`src/hdl/acr_pkg.sv`:
```
// Purpose: shared constants for the accelerator capability register bank
// Assumes: 64-bit register port, byte addressed, one aligned word per register
// Notes:   capability values themselves are top-level parameters
package acr_pkg;

	localparam int          ADDR_W                  = 8;
	localparam int          DATA_W                  = 64;

	localparam logic [7:0]  GENERAL_CAPABILITIES_OFS = 8'h10;
	localparam logic [7:0]  QUEUE_CAPABILITIES_OFS   = 8'h20;
	localparam logic [63:0] RDATA_RST               = 64'h0000000000000000;

	// general_capabilities fields
	localparam int          GC_FLUSH_CC_BIT         = 3;
	localparam int          GC_MEM_CC_BIT           = 2;
	localparam int          GC_OVERLAP_BIT          = 1;
	localparam int          GC_BLOCK_FAULT_BIT      = 0;

	// queue_capabilities fields
	localparam int          QC_OCC_INT_BIT          = 53;
	localparam int          QC_OCC_BIT              = 52;
	localparam int          QC_PRIO_BIT             = 51;
	localparam int          QC_ATS_BIT              = 50;
	localparam int          QC_DEDICATED_BIT        = 49;
	localparam int          QC_SHARED_BIT           = 48;
	localparam int          QC_CFG_SIZE_LSB         = 24;
	localparam int          QC_CFG_SIZE_W           = 4;
	localparam int          QC_NUM_QUEUES_LSB       = 16;
	localparam int          QC_NUM_QUEUES_W         = 8;
	localparam int          QC_TOTAL_SIZE_LSB       = 0;
	localparam int          QC_TOTAL_SIZE_W         = 16;

	localparam logic [4:0]  CFG_SIZE_BASE_EXP       = 5'h05;
	localparam int          CFG_OFFSET_W            = 28;

	// byte offset of a queue configuration register within its table
	function automatic logic [CFG_OFFSET_W-1:0] cfg_offset(
		input logic [7:0] idx,
		input logic [3:0] n
	);
		logic [CFG_OFFSET_W-1:0] wide;
		wide = {20'h00000, idx};
		cfg_offset = wide << ({1'b0, n} + CFG_SIZE_BASE_EXP);
	endfunction : cfg_offset

endpackage : acr_pkg

```
`src/hdl/acr_capability_regs.sv`:
```
// Purpose: read-only capability registers and the queue-side gating they imply
// Assumes: register port and queue inputs are synchronous to clk
// Notes:   capability values are fixed by parameters; writes are acknowledged and dropped
//          read data falls back to zero one cycle after it is returned, unless another read follows
`timescale 1ns/1ps
module acr_capability_regs #(
	parameter logic        CAP_FLUSH_CC   = 1'b1,     // flush cache control
	parameter logic        CAP_MEM_CC     = 1'b1,     // write cache control
	parameter logic        CAP_OVERLAP    = 1'b1,     // overlapping move
	parameter logic        CAP_BLOCK      = 1'b1,     // block on fault
	parameter logic        CAP_OCC_INT    = 1'b1,     // occupancy interrupts
	parameter logic        CAP_OCC        = 1'b1,     // occupancy reporting
	parameter logic        CAP_PRIO       = 1'b1,     // queue priority
	parameter logic        CAP_ATS        = 1'b1,     // per-queue ATS disable
	parameter logic        CAP_DEDICATED  = 1'b1,     // dedicated mode
	parameter logic        CAP_SHARED     = 1'b1,     // shared mode
	parameter logic [3:0]  CFG_SIZE_N     = 4'h0,     // config size exponent
	parameter logic [7:0]  NUM_QUEUES     = 8'h08,    // number of queues
	parameter logic [15:0] TOTAL_SIZE     = 16'h0080  // total queue entries
) (
	input  wire logic                           clk,           // 40 MHz clock
	input  wire logic                           rst_n,         // async reset
	// register port
	input  wire logic                           mmio_rd,       // read strobe
	input  wire logic                           mmio_wr,       // write strobe
	input  wire logic [acr_pkg::ADDR_W-1:0]     mmio_addr,     // byte address
	input  wire logic [acr_pkg::DATA_W-1:0]     mmio_wdata,    // write data, dropped
	output logic      [acr_pkg::DATA_W-1:0]     mmio_rdata,    // read data
	output logic                                mmio_ack,      // access done pulse
	// descriptor attributes and decisions
	input  wire logic                           desc_valid,    // descriptor valid
	input  wire logic                           desc_is_move,  // memory move op
	input  wire logic                           desc_is_flush, // cache flush op
	input  wire logic                           desc_wr_mem,   // writes memory
	input  wire logic                           desc_cc_flag,  // cache control flag
	input  wire logic                           desc_overlap,  // buffers overlap
	input  wire logic                           desc_block,    // block-on-fault flag
	input  wire logic                           queue_block,   // queue block enable
	input  wire logic                           desc_fault,    // page fault seen
	output logic                                pol_valid,     // decision pulse
	output logic                                pol_evict,     // flush evicts lines
	output logic                                pol_cache,     // write steers cache
	output logic                                pol_ovl_err,   // overlap error
	output logic                                pol_block,     // fault blocks
	output logic                                pol_stop,      // fault stops op
	// queue configuration fields
	input  wire logic [7:0]                     q_index,       // queue selected
	input  wire logic [15:0]                    q_occupancy,   // live queue fill
	input  wire logic [15:0]                    q_occ_limit,   // occupancy limit
	input  wire logic                           q_occ_int_en,  // occupancy int enable
	input  wire logic [3:0]                     q_priority,    // configured priority
	input  wire logic                           q_ats_dis,     // per-queue ATS off
	input  wire logic                           ats_enable,    // global ATS enable
	input  wire logic                           q_shared,      // queue set shared
	output logic      [15:0]                    q_occ_report,  // occupancy field
	output logic                                q_occ_hit,     // limit reached
	output logic      [3:0]                     q_prio_eff,    // priority in use
	output logic                                q_ats_use,     // queue uses ATS
	output logic                                q_mode_bad,    // mode not offered
	output logic                                q_index_bad,   // no such queue
	output logic      [acr_pkg::CFG_OFFSET_W-1:0] q_cfg_offset // config reg offset
);

	// general_capabilities image, bits 63:4 unused and zero
	localparam logic [63:0] GEN_VALUE =
		(64'(CAP_FLUSH_CC) << acr_pkg::GC_FLUSH_CC_BIT) |
		(64'(CAP_MEM_CC)   << acr_pkg::GC_MEM_CC_BIT) |
		(64'(CAP_OVERLAP)  << acr_pkg::GC_OVERLAP_BIT) |
		(64'(CAP_BLOCK)    << acr_pkg::GC_BLOCK_FAULT_BIT);
	// queue_capabilities image, bits 63:54 and 47:28 unused and zero
	localparam logic [63:0] QUE_VALUE =
		(64'(CAP_OCC_INT)   << acr_pkg::QC_OCC_INT_BIT) |
		(64'(CAP_OCC)       << acr_pkg::QC_OCC_BIT) |
		(64'(CAP_PRIO)      << acr_pkg::QC_PRIO_BIT) |
		(64'(CAP_ATS)       << acr_pkg::QC_ATS_BIT) |
		(64'(CAP_DEDICATED) << acr_pkg::QC_DEDICATED_BIT) |
		(64'(CAP_SHARED)    << acr_pkg::QC_SHARED_BIT) |
		(64'(CFG_SIZE_N)    << acr_pkg::QC_CFG_SIZE_LSB) |
		(64'(NUM_QUEUES)    << acr_pkg::QC_NUM_QUEUES_LSB) |
		(64'(TOTAL_SIZE)    << acr_pkg::QC_TOTAL_SIZE_LSB);

	logic [63:0] rdata_r,    rdata_nxt;
	logic        ack_r,      ack_nxt;
	logic [15:0] occ_r,      occ_nxt;
	logic        hit_r,      hit_nxt;
	logic [3:0]  prio_r,     prio_nxt;
	logic        ats_r,      ats_nxt;
	logic        mode_r,     mode_nxt;
	logic        idx_r,      idx_nxt;
	logic [acr_pkg::CFG_OFFSET_W-1:0] cfg_r, cfg_nxt;

	// register port: reads at the two image offsets return the fixed images, other reads zero, writes change nothing
	always_comb begin
		ack_nxt   = 1'b0;
		rdata_nxt = acr_pkg::RDATA_RST;
		// every bit is read-only, so a write is acknowledged and dropped
		if (mmio_wr) begin
			ack_nxt = 1'b1;
		end
		// a read sharing its cycle with a write still returns data
		if (mmio_rd) begin
			ack_nxt = 1'b1;
			unique case (mmio_addr)
				acr_pkg::GENERAL_CAPABILITIES_OFS: rdata_nxt = GEN_VALUE;
				acr_pkg::QUEUE_CAPABILITIES_OFS:   rdata_nxt = QUE_VALUE;
				default:                           rdata_nxt = acr_pkg::RDATA_RST;
			endcase
		end
	end

	always_ff @(posedge clk or negedge rst_n) begin
		if (!rst_n) begin
			rdata_r <= acr_pkg::RDATA_RST;
			ack_r   <= 1'b0;
		end else begin
			rdata_r <= rdata_nxt;
			ack_r   <= ack_nxt;
		end
	end

	// queue configuration fields as the device interprets them
	always_comb begin
		occ_nxt  = 16'h0000;
		hit_nxt  = 1'b0;
		prio_nxt = 4'h0;
		ats_nxt  = ats_enable;
		// undefined without support; zero keeps it deterministic
		if (CAP_OCC) begin
			occ_nxt = q_occupancy;
		end
		// without support, limit and enable are reserved, so they must not raise anything
		if (CAP_OCC_INT && q_occ_int_en && (q_occupancy >= q_occ_limit)) begin
			hit_nxt = 1'b1;
		end
		// an unsupported priority field is ignored, not passed on
		if (CAP_PRIO) begin
			prio_nxt = q_priority;
		end
		// without per-queue control only the global enable decides
		if (CAP_ATS && q_ats_dis) begin
			ats_nxt = 1'b0;
		end
		// software owns the mode choice; flag a mode that is not offered
		if (q_shared) begin
			mode_nxt = ~CAP_SHARED;
		end else begin
			mode_nxt = ~CAP_DEDICATED;
		end
		idx_nxt  = (q_index >= NUM_QUEUES);
		cfg_nxt  = acr_pkg::cfg_offset(q_index, CFG_SIZE_N);
	end

	always_ff @(posedge clk or negedge rst_n) begin
		if (!rst_n) begin
			occ_r  <= 16'h0000;
			hit_r  <= 1'b0;
			prio_r <= 4'h0;
			ats_r  <= 1'b0;
			mode_r <= 1'b0;
			idx_r  <= 1'b0;
			cfg_r  <= '0;
		end else begin
			occ_r  <= occ_nxt;
			hit_r  <= hit_nxt;
			prio_r <= prio_nxt;
			ats_r  <= ats_nxt;
			mode_r <= mode_nxt;
			idx_r  <= idx_nxt;
			cfg_r  <= cfg_nxt;
		end
	end

	acr_desc_policy acr_desc_policy_inst (
		.clk           (clk),
		.rst_n         (rst_n),
		.cap_flush_cc  (CAP_FLUSH_CC),
		.cap_mem_cc    (CAP_MEM_CC),
		.cap_overlap   (CAP_OVERLAP),
		.cap_block     (CAP_BLOCK),
		.desc_valid    (desc_valid),
		.desc_is_move  (desc_is_move),
		.desc_is_flush (desc_is_flush),
		.desc_wr_mem   (desc_wr_mem),
		.desc_cc_flag  (desc_cc_flag),
		.desc_overlap  (desc_overlap),
		.desc_block    (desc_block),
		.queue_block   (queue_block),
		.desc_fault    (desc_fault),
		.pol_valid     (pol_valid),
		.pol_evict     (pol_evict),
		.pol_cache     (pol_cache),
		.pol_ovl_err   (pol_ovl_err),
		.pol_block     (pol_block),
		.pol_stop      (pol_stop)
	);

	assign mmio_rdata   = rdata_r;
	assign mmio_ack     = ack_r;
	assign q_occ_report = occ_r;
	assign q_occ_hit    = hit_r;
	assign q_prio_eff   = prio_r;
	assign q_ats_use    = ats_r;
	assign q_mode_bad   = mode_r;
	assign q_index_bad  = idx_r;
	assign q_cfg_offset = cfg_r;

endmodule : acr_capability_regs

```
`src/hdl/acr_desc_policy.sv`:
```
// Purpose: per-descriptor decisions steered by the general capabilities
// Assumes: descriptor attributes arrive on the same clock, one per valid
// Notes:   one cycle from desc_valid to pol_valid, no back-pressure
`timescale 1ns/1ps
module acr_desc_policy (
	input  wire logic clk,           // system clock
	input  wire logic rst_n,         // async reset, active low
	input  wire logic cap_flush_cc,  // flush cache control supported
	input  wire logic cap_mem_cc,    // memory write cache control supported
	input  wire logic cap_overlap,   // overlapping move supported
	input  wire logic cap_block,     // block on fault supported
	input  wire logic desc_valid,    // descriptor attributes valid
	input  wire logic desc_is_move,  // memory move operation
	input  wire logic desc_is_flush, // cache flush operation
	input  wire logic desc_wr_mem,   // operation writes memory
	input  wire logic desc_cc_flag,  // descriptor cache control flag
	input  wire logic desc_overlap,  // source and destination overlap
	input  wire logic desc_block,    // descriptor block-on-fault flag
	input  wire logic queue_block,   // queue block-on-fault enable
	input  wire logic desc_fault,    // page fault on an access
	output logic      pol_valid,     // decisions valid, one-cycle pulse
	output logic      pol_evict,     // flush evicts affected lines
	output logic      pol_cache,     // write steers cache use
	output logic      pol_ovl_err,   // overlap error
	output logic      pol_block,     // fault blocks and waits
	output logic      pol_stop       // fault stops op and is reported
);

	logic valid_r, valid_nxt;
	logic evict_r, evict_nxt;
	logic cache_r, cache_nxt;
	logic ovl_r,   ovl_nxt;
	logic block_r, block_nxt;
	logic stop_r,  stop_nxt;
	logic blk_ok;

	always_comb begin
		valid_nxt = desc_valid;
		evict_nxt = 1'b0;
		cache_nxt = 1'b0;
		ovl_nxt   = 1'b0;
		block_nxt = 1'b0;
		stop_nxt  = 1'b0;
		blk_ok    = 1'b0;
		if (desc_valid) begin
			evict_nxt = desc_is_flush & desc_cc_flag & cap_flush_cc;
			cache_nxt = desc_wr_mem & desc_cc_flag & cap_mem_cc;
			if (desc_overlap) begin
				// only a move may ever overlap, and only if supported
				ovl_nxt = ~desc_is_move | ~cap_overlap;
			end
			// reserved flags are ignored when blocking is unsupported
			blk_ok = cap_block & queue_block & desc_block;
			if (desc_fault) begin
				block_nxt = blk_ok;
				stop_nxt  = ~blk_ok;
			end
		end
	end

	always_ff @(posedge clk or negedge rst_n) begin
		if (!rst_n) begin
			valid_r <= 1'b0;
			evict_r <= 1'b0;
			cache_r <= 1'b0;
			ovl_r   <= 1'b0;
			block_r <= 1'b0;
			stop_r  <= 1'b0;
		end else begin
			valid_r <= valid_nxt;
			evict_r <= evict_nxt;
			cache_r <= cache_nxt;
			ovl_r   <= ovl_nxt;
			block_r <= block_nxt;
			stop_r  <= stop_nxt;
		end
	end

	assign pol_valid   = valid_r;
	assign pol_evict   = evict_r;
	assign pol_cache   = cache_r;
	assign pol_ovl_err = ovl_r;
	assign pol_block   = block_r;
	assign pol_stop    = stop_r;

endmodule : acr_desc_policy

```
`config.mk`:
```
export PLATFORM = sky130hd
export DESIGN_NAME = acr_capability_regs
export DESIGN_NICKNAME = d
export VERILOG_FILES = /design/src/hdl/acr_pkg.sv /design/src/hdl/acr_capability_regs.sv /design/src/hdl/acr_desc_policy.sv
export SDC_FILE = /design/constraint.sdc
export NUM_CORES = 1
export LEC_CHECK = 0
export ABC_AREA = 1
export BUFFER_PORTS_ARGS = -buffer_cell sky130_fd_sc_hd__buf_4
export CAP_MARGIN = 20
export CORE_MARGIN = 5
export CORE_UTILIZATION = 25
export CTS_CLUSTER_DIAMETER = 60
export CTS_CLUSTER_SIZE = 8
export DETAILED_ROUTE_END_ITERATION = 8
export PLACE_DENSITY = 0.67
export SYNTH_ARGS = -nofsm -noshare
export SYNTH_HDL_FRONTEND = slang
export SYNTH_HIERARCHICAL = 1
export SYNTH_SLANG_ARGS = --single-unit
```
`constraint.sdc`:
```
create_clock -name clk -period 0.8 [get_ports clk]
set_input_delay 0.16 -clock clk [delete_from_list [all_inputs] [get_ports clk]]
set_output_delay 0.16 -clock clk [all_outputs]
set_load 0.01 [all_outputs]
```
==> metrics.md <==
| Metric | Value |
|---|---|
| Instance area at placement | `3000 sq um` |
| Run status | `finished with violations` |
| Library cell contributing the largest single delay on the critical path | `sky130_fd_sc_hd__dfrtp_2` |
| Worst setup SP type | `flip-flop` |
| Drt initial violations | `28` |
| Storage element area | `1000 sq um` |
| Clock tree from TritonCTS | `yes` |
| GR peak layer | `met2` |
| Syn_area_per_cell | `roughly 9.8 sq um` |
| Clock input transition at the sequential cells of the worst setup and hold paths | `~80 ps` |
| Final number of max-transition violations | `0` |
| Total global routing overflow | `0` |
| Top achievable clock speed | `940 MHz` |
| Post-route design area | `roughly 3600 sq um` |
| Cells after DPL | `443` |
| Die Span X | `approximately 100 um` |
| Setup slack at placement | `-448 ps` |
| Global routing met2 resource utilization | `between 10% and 20%` |
| Post-DR vias/cell | `~3.7` |
| Routability congestion estimate | `0.794` |
| Vias in the first global route | `around 1.7k` |
| Met1 track utilization from global routing | `10.4%` |
| Via count | `~1.8k` |
| Number of maximum-capacitance constraint violations | `0` |
| I/O pin cnt | `between 200 and 300` |
| # nets final | `518` |
| Maximum count of clock buffers along a single path | `2` |
| Syn Inst Count | `between 200 and 250` |
| Floorplan row count | `34` |
| Global-route wire length before repair | `7970 um` |
| Period utilization | `133%` |
| Arrival time reported for the critical path endpoint | `~900 ps` |
| Number of diodes added for antenna fixing | `0` |
| Worst-path fanout max | `8` |
| Leakage power | `between 1.5 and 2 nW` |
| Multi-input combinational cell area | `about 880 sq um` |
| Port buffer count | `117` |
| Residual antenna-violating net count after detailed routing | `0` |
| Worst setup margin | `-264 ps` |
| Number of buffers and inverters on the critical path | `1` |
| Destination of the worst hold path | `q_ats_use` |
| Floorplan die area | `10700 sq um` |
| Data required time at the worst endpoint | `640 ps` |
| Post-route DRC | `0` |
| Violated checks | `setup timing` |
| CTS buffer count | `5` |
| Critical path's top delay family | `flip-flops` |
| Length of the first detailed-routing pass in iterations | `5` |
| Minimum clock period after layout | `approximately 1100 ps` |
| Stages on the worst setup path | `1` |
| Cell depth of the worst hold path | `2` |
| Post-CTS setup buffer count | `0` |
| Post-route non-filler standard cell count | `around 480` |
| Setup repair after global routing missed its margin | `true` |
| Number of hold violations in the final report | `0` |
| Total global-route track usage | `under 10%` |
| Clock Sink Count | `40` |
| Path type of the worst setup path | `flip-flop to output port` |
| Average wire per standard cell | `~13 um` |
| Total power after layout | `a little over 0.005 W` |
| Largest area contributor in the netlist | `sky130_fd_sc_hd__dfrtp_1` |
| Final setup violation count | `51` |
| Master cell of the clock root buffer | `sky130_fd_sc_hd__clkbuf_8` |
| Type of the worst min-delay path | `input pin to flip-flop` |
| Sequential area share after synthesis | `between 40% and 50%` |
| Synth Warn # | `6` |
| Areal power density over the cells | `1390 nW/um^2` |
| HP Start | `q_ats_dis` |
| Met3 usage in global routing | `2.55%` |
| Fraction of layout cells with a size suffix above 1 | `42.7%` |
| Category of the worst setup path capture point | `output port` |
| Total number of H-tree levels | `2` |
| Number of fill cells in the layout | `approximately 800` |
| Area inside the core boundary | `roughly 8600 sq um` |
| Ranking of synthesized cells by area | `sky130_fd_sc_hd__dfrtp_1, sky130_fd_sc_hd__buf_4, sky130_fd_sc_hd__ha_1, sky130_fd_sc_hd__inv_1, sky130_fd_sc_hd__nand2_1` |
| Die Y-Extent | `103 um` |
| Peak supply drop | `~0.6 mV` |
| Post-synth cell types | `16` |
| Maximum number of pins on one net before global-route repair | `22` |
| Effective utilization at floorplan | `~25%` |
| Total half-perimeter wirelength after legalization and detailed placement | `around 4700 um` |
| Mapped Area | `about 2200 sq um` |
| Growth of design area from synthesis to finish | `66.7%` |
| Initial antenna violation count | `0` |
| Cell-by-cell trace of the critical path | `buf_4` |
| Worst path max stage delay | `roughly 460 ps` |
| Register bit count reported by yosys | `40` |
| Total wire length after detailed routing | `slightly above 6000 um` |
| Synth top area share | `around 46%` |
==> per-stage QoR <==
stage               hold WS [ps]  util [%]  TNS, ps
detailed placement          45.0      34.9     -807
global route                2.96      42.3   -10550
finish                      14.8      42.3    -8790
CTS                        0.560      41.6    -9610
global placement            43.8      34.9     -808
floorplan                   -136         -     -216
==> cell families (layout without fill, tap and decap cells) <==
group	count (synthesis)	after routing	share of synthesized area, %
AOI/OAI and AO/OA	12	12	2.87
and+or+nand+nor	44	44	8.73
other	2	77	0.345
buffers and inverters	108	181	32.9
DFF	40	40	46.0
adders and majority gates	16	16	9.19
==> layer usage <==
layer,vias to the layer above,wire (um)
li1,813,-
met1,802,2060
met2,139,3020
met3,4,915
met4,0,59
met5,-,0
==> synth_stat cells (all sizes together) <==
library cell   n
a21oi          9
inv           25
nand3          2
nor2          13
or4            1
dfrtp         40
o21ai          2
or2            1
nand2         23
ha            16
o21a           1
buf           83
nor3           2
nand4          2
conb           2
==> placed cells by master (no fill, tap or decap), types with 2 or more instances in the layout <==
master / netlist / final
sky130_fd_sc_hd__a21oi_1: 9 / 5
sky130_fd_sc_hd__a21oi_2: 0 / 4
sky130_fd_sc_hd__buf_4: 83 / 73
sky130_fd_sc_hd__buf_6: 0 / 46
sky130_fd_sc_hd__clkbuf_8: 0 / 5
sky130_fd_sc_hd__conb_1: 2 / 77
sky130_fd_sc_hd__dfrtp_1: 40 / 38
sky130_fd_sc_hd__dfrtp_2: 0 / 2
sky130_fd_sc_hd__dlygate4sd3_1: 0 / 26
sky130_fd_sc_hd__ha_1: 16 / 7
sky130_fd_sc_hd__ha_4: 0 / 9
sky130_fd_sc_hd__inv_1: 25 / 19
sky130_fd_sc_hd__inv_2: 0 / 2
sky130_fd_sc_hd__inv_4: 0 / 2
sky130_fd_sc_hd__nand2_1: 23 / 20
sky130_fd_sc_hd__nand2_2: 0 / 3
sky130_fd_sc_hd__nand4_1: 2 / 2
sky130_fd_sc_hd__nor2_1: 13 / 12
==> worst max-delay path by stage <==
| stage | startpoint | to | slack [ps] |
|---|---|---|---|
| 2_1_floorplan | q_occ_limit[1] | q_occ_hit | -160 |
| 3_3_place_gp | q_occupancy[5] | q_occ_hit | -480 |
| 3_5_place_dp | q_occupancy[5] | q_occ_hit | -450 |
| 4_1_cts | mmio_rdata[52] | mmio_rdata[52] | -280 |
| 5_1_grt | mmio_rdata[52] | mmio_rdata[52] | -300 |
| 6_report | mmio_rdata[52] | mmio_rdata[49] | -260 |
==> sequential cells by signal, indices dropped and copies added, names as in the netlist, 2 cells and up <==
| register | cells |
|---|---|
| mmio_rdata | 2 |
| q_cfg_offset | 8 |
| q_occ_report | 16 |
| q_prio_eff | 4 |
==> what timing repair did <==
action,4_1_cts,5_1_grt
endpoints found under the hold margin,65,1
gates resized for setup,56,8
cloned,0,0
setup endpoints to repair,51,52
pin swaps,11,3
hold buffers,26,1
==> final cells by class <==
class	count	area share, %
Timing Repair Buffer	148	37.8
Clock inverter	3	1.27
Sequential cell	40	27.6
Multi-Input combinational cell	149	24.4
Tap cell	108	3.72
Clock buffer	5	1.90
Inverter	25	3.27
==> where the power goes <==
part | internal, W | leakage [nW] | switching, W | total, W
clock | 0.000939 | 0.0548 | 0.000726 | 0.00167
sequential | 0.00211 | 0.475 | 0.0000475 | 0.00216
combinational | 0.000645 | 1.38 | 0.000579 | 0.00122
No activity file was read; power rests on OpenSTA's default activity.
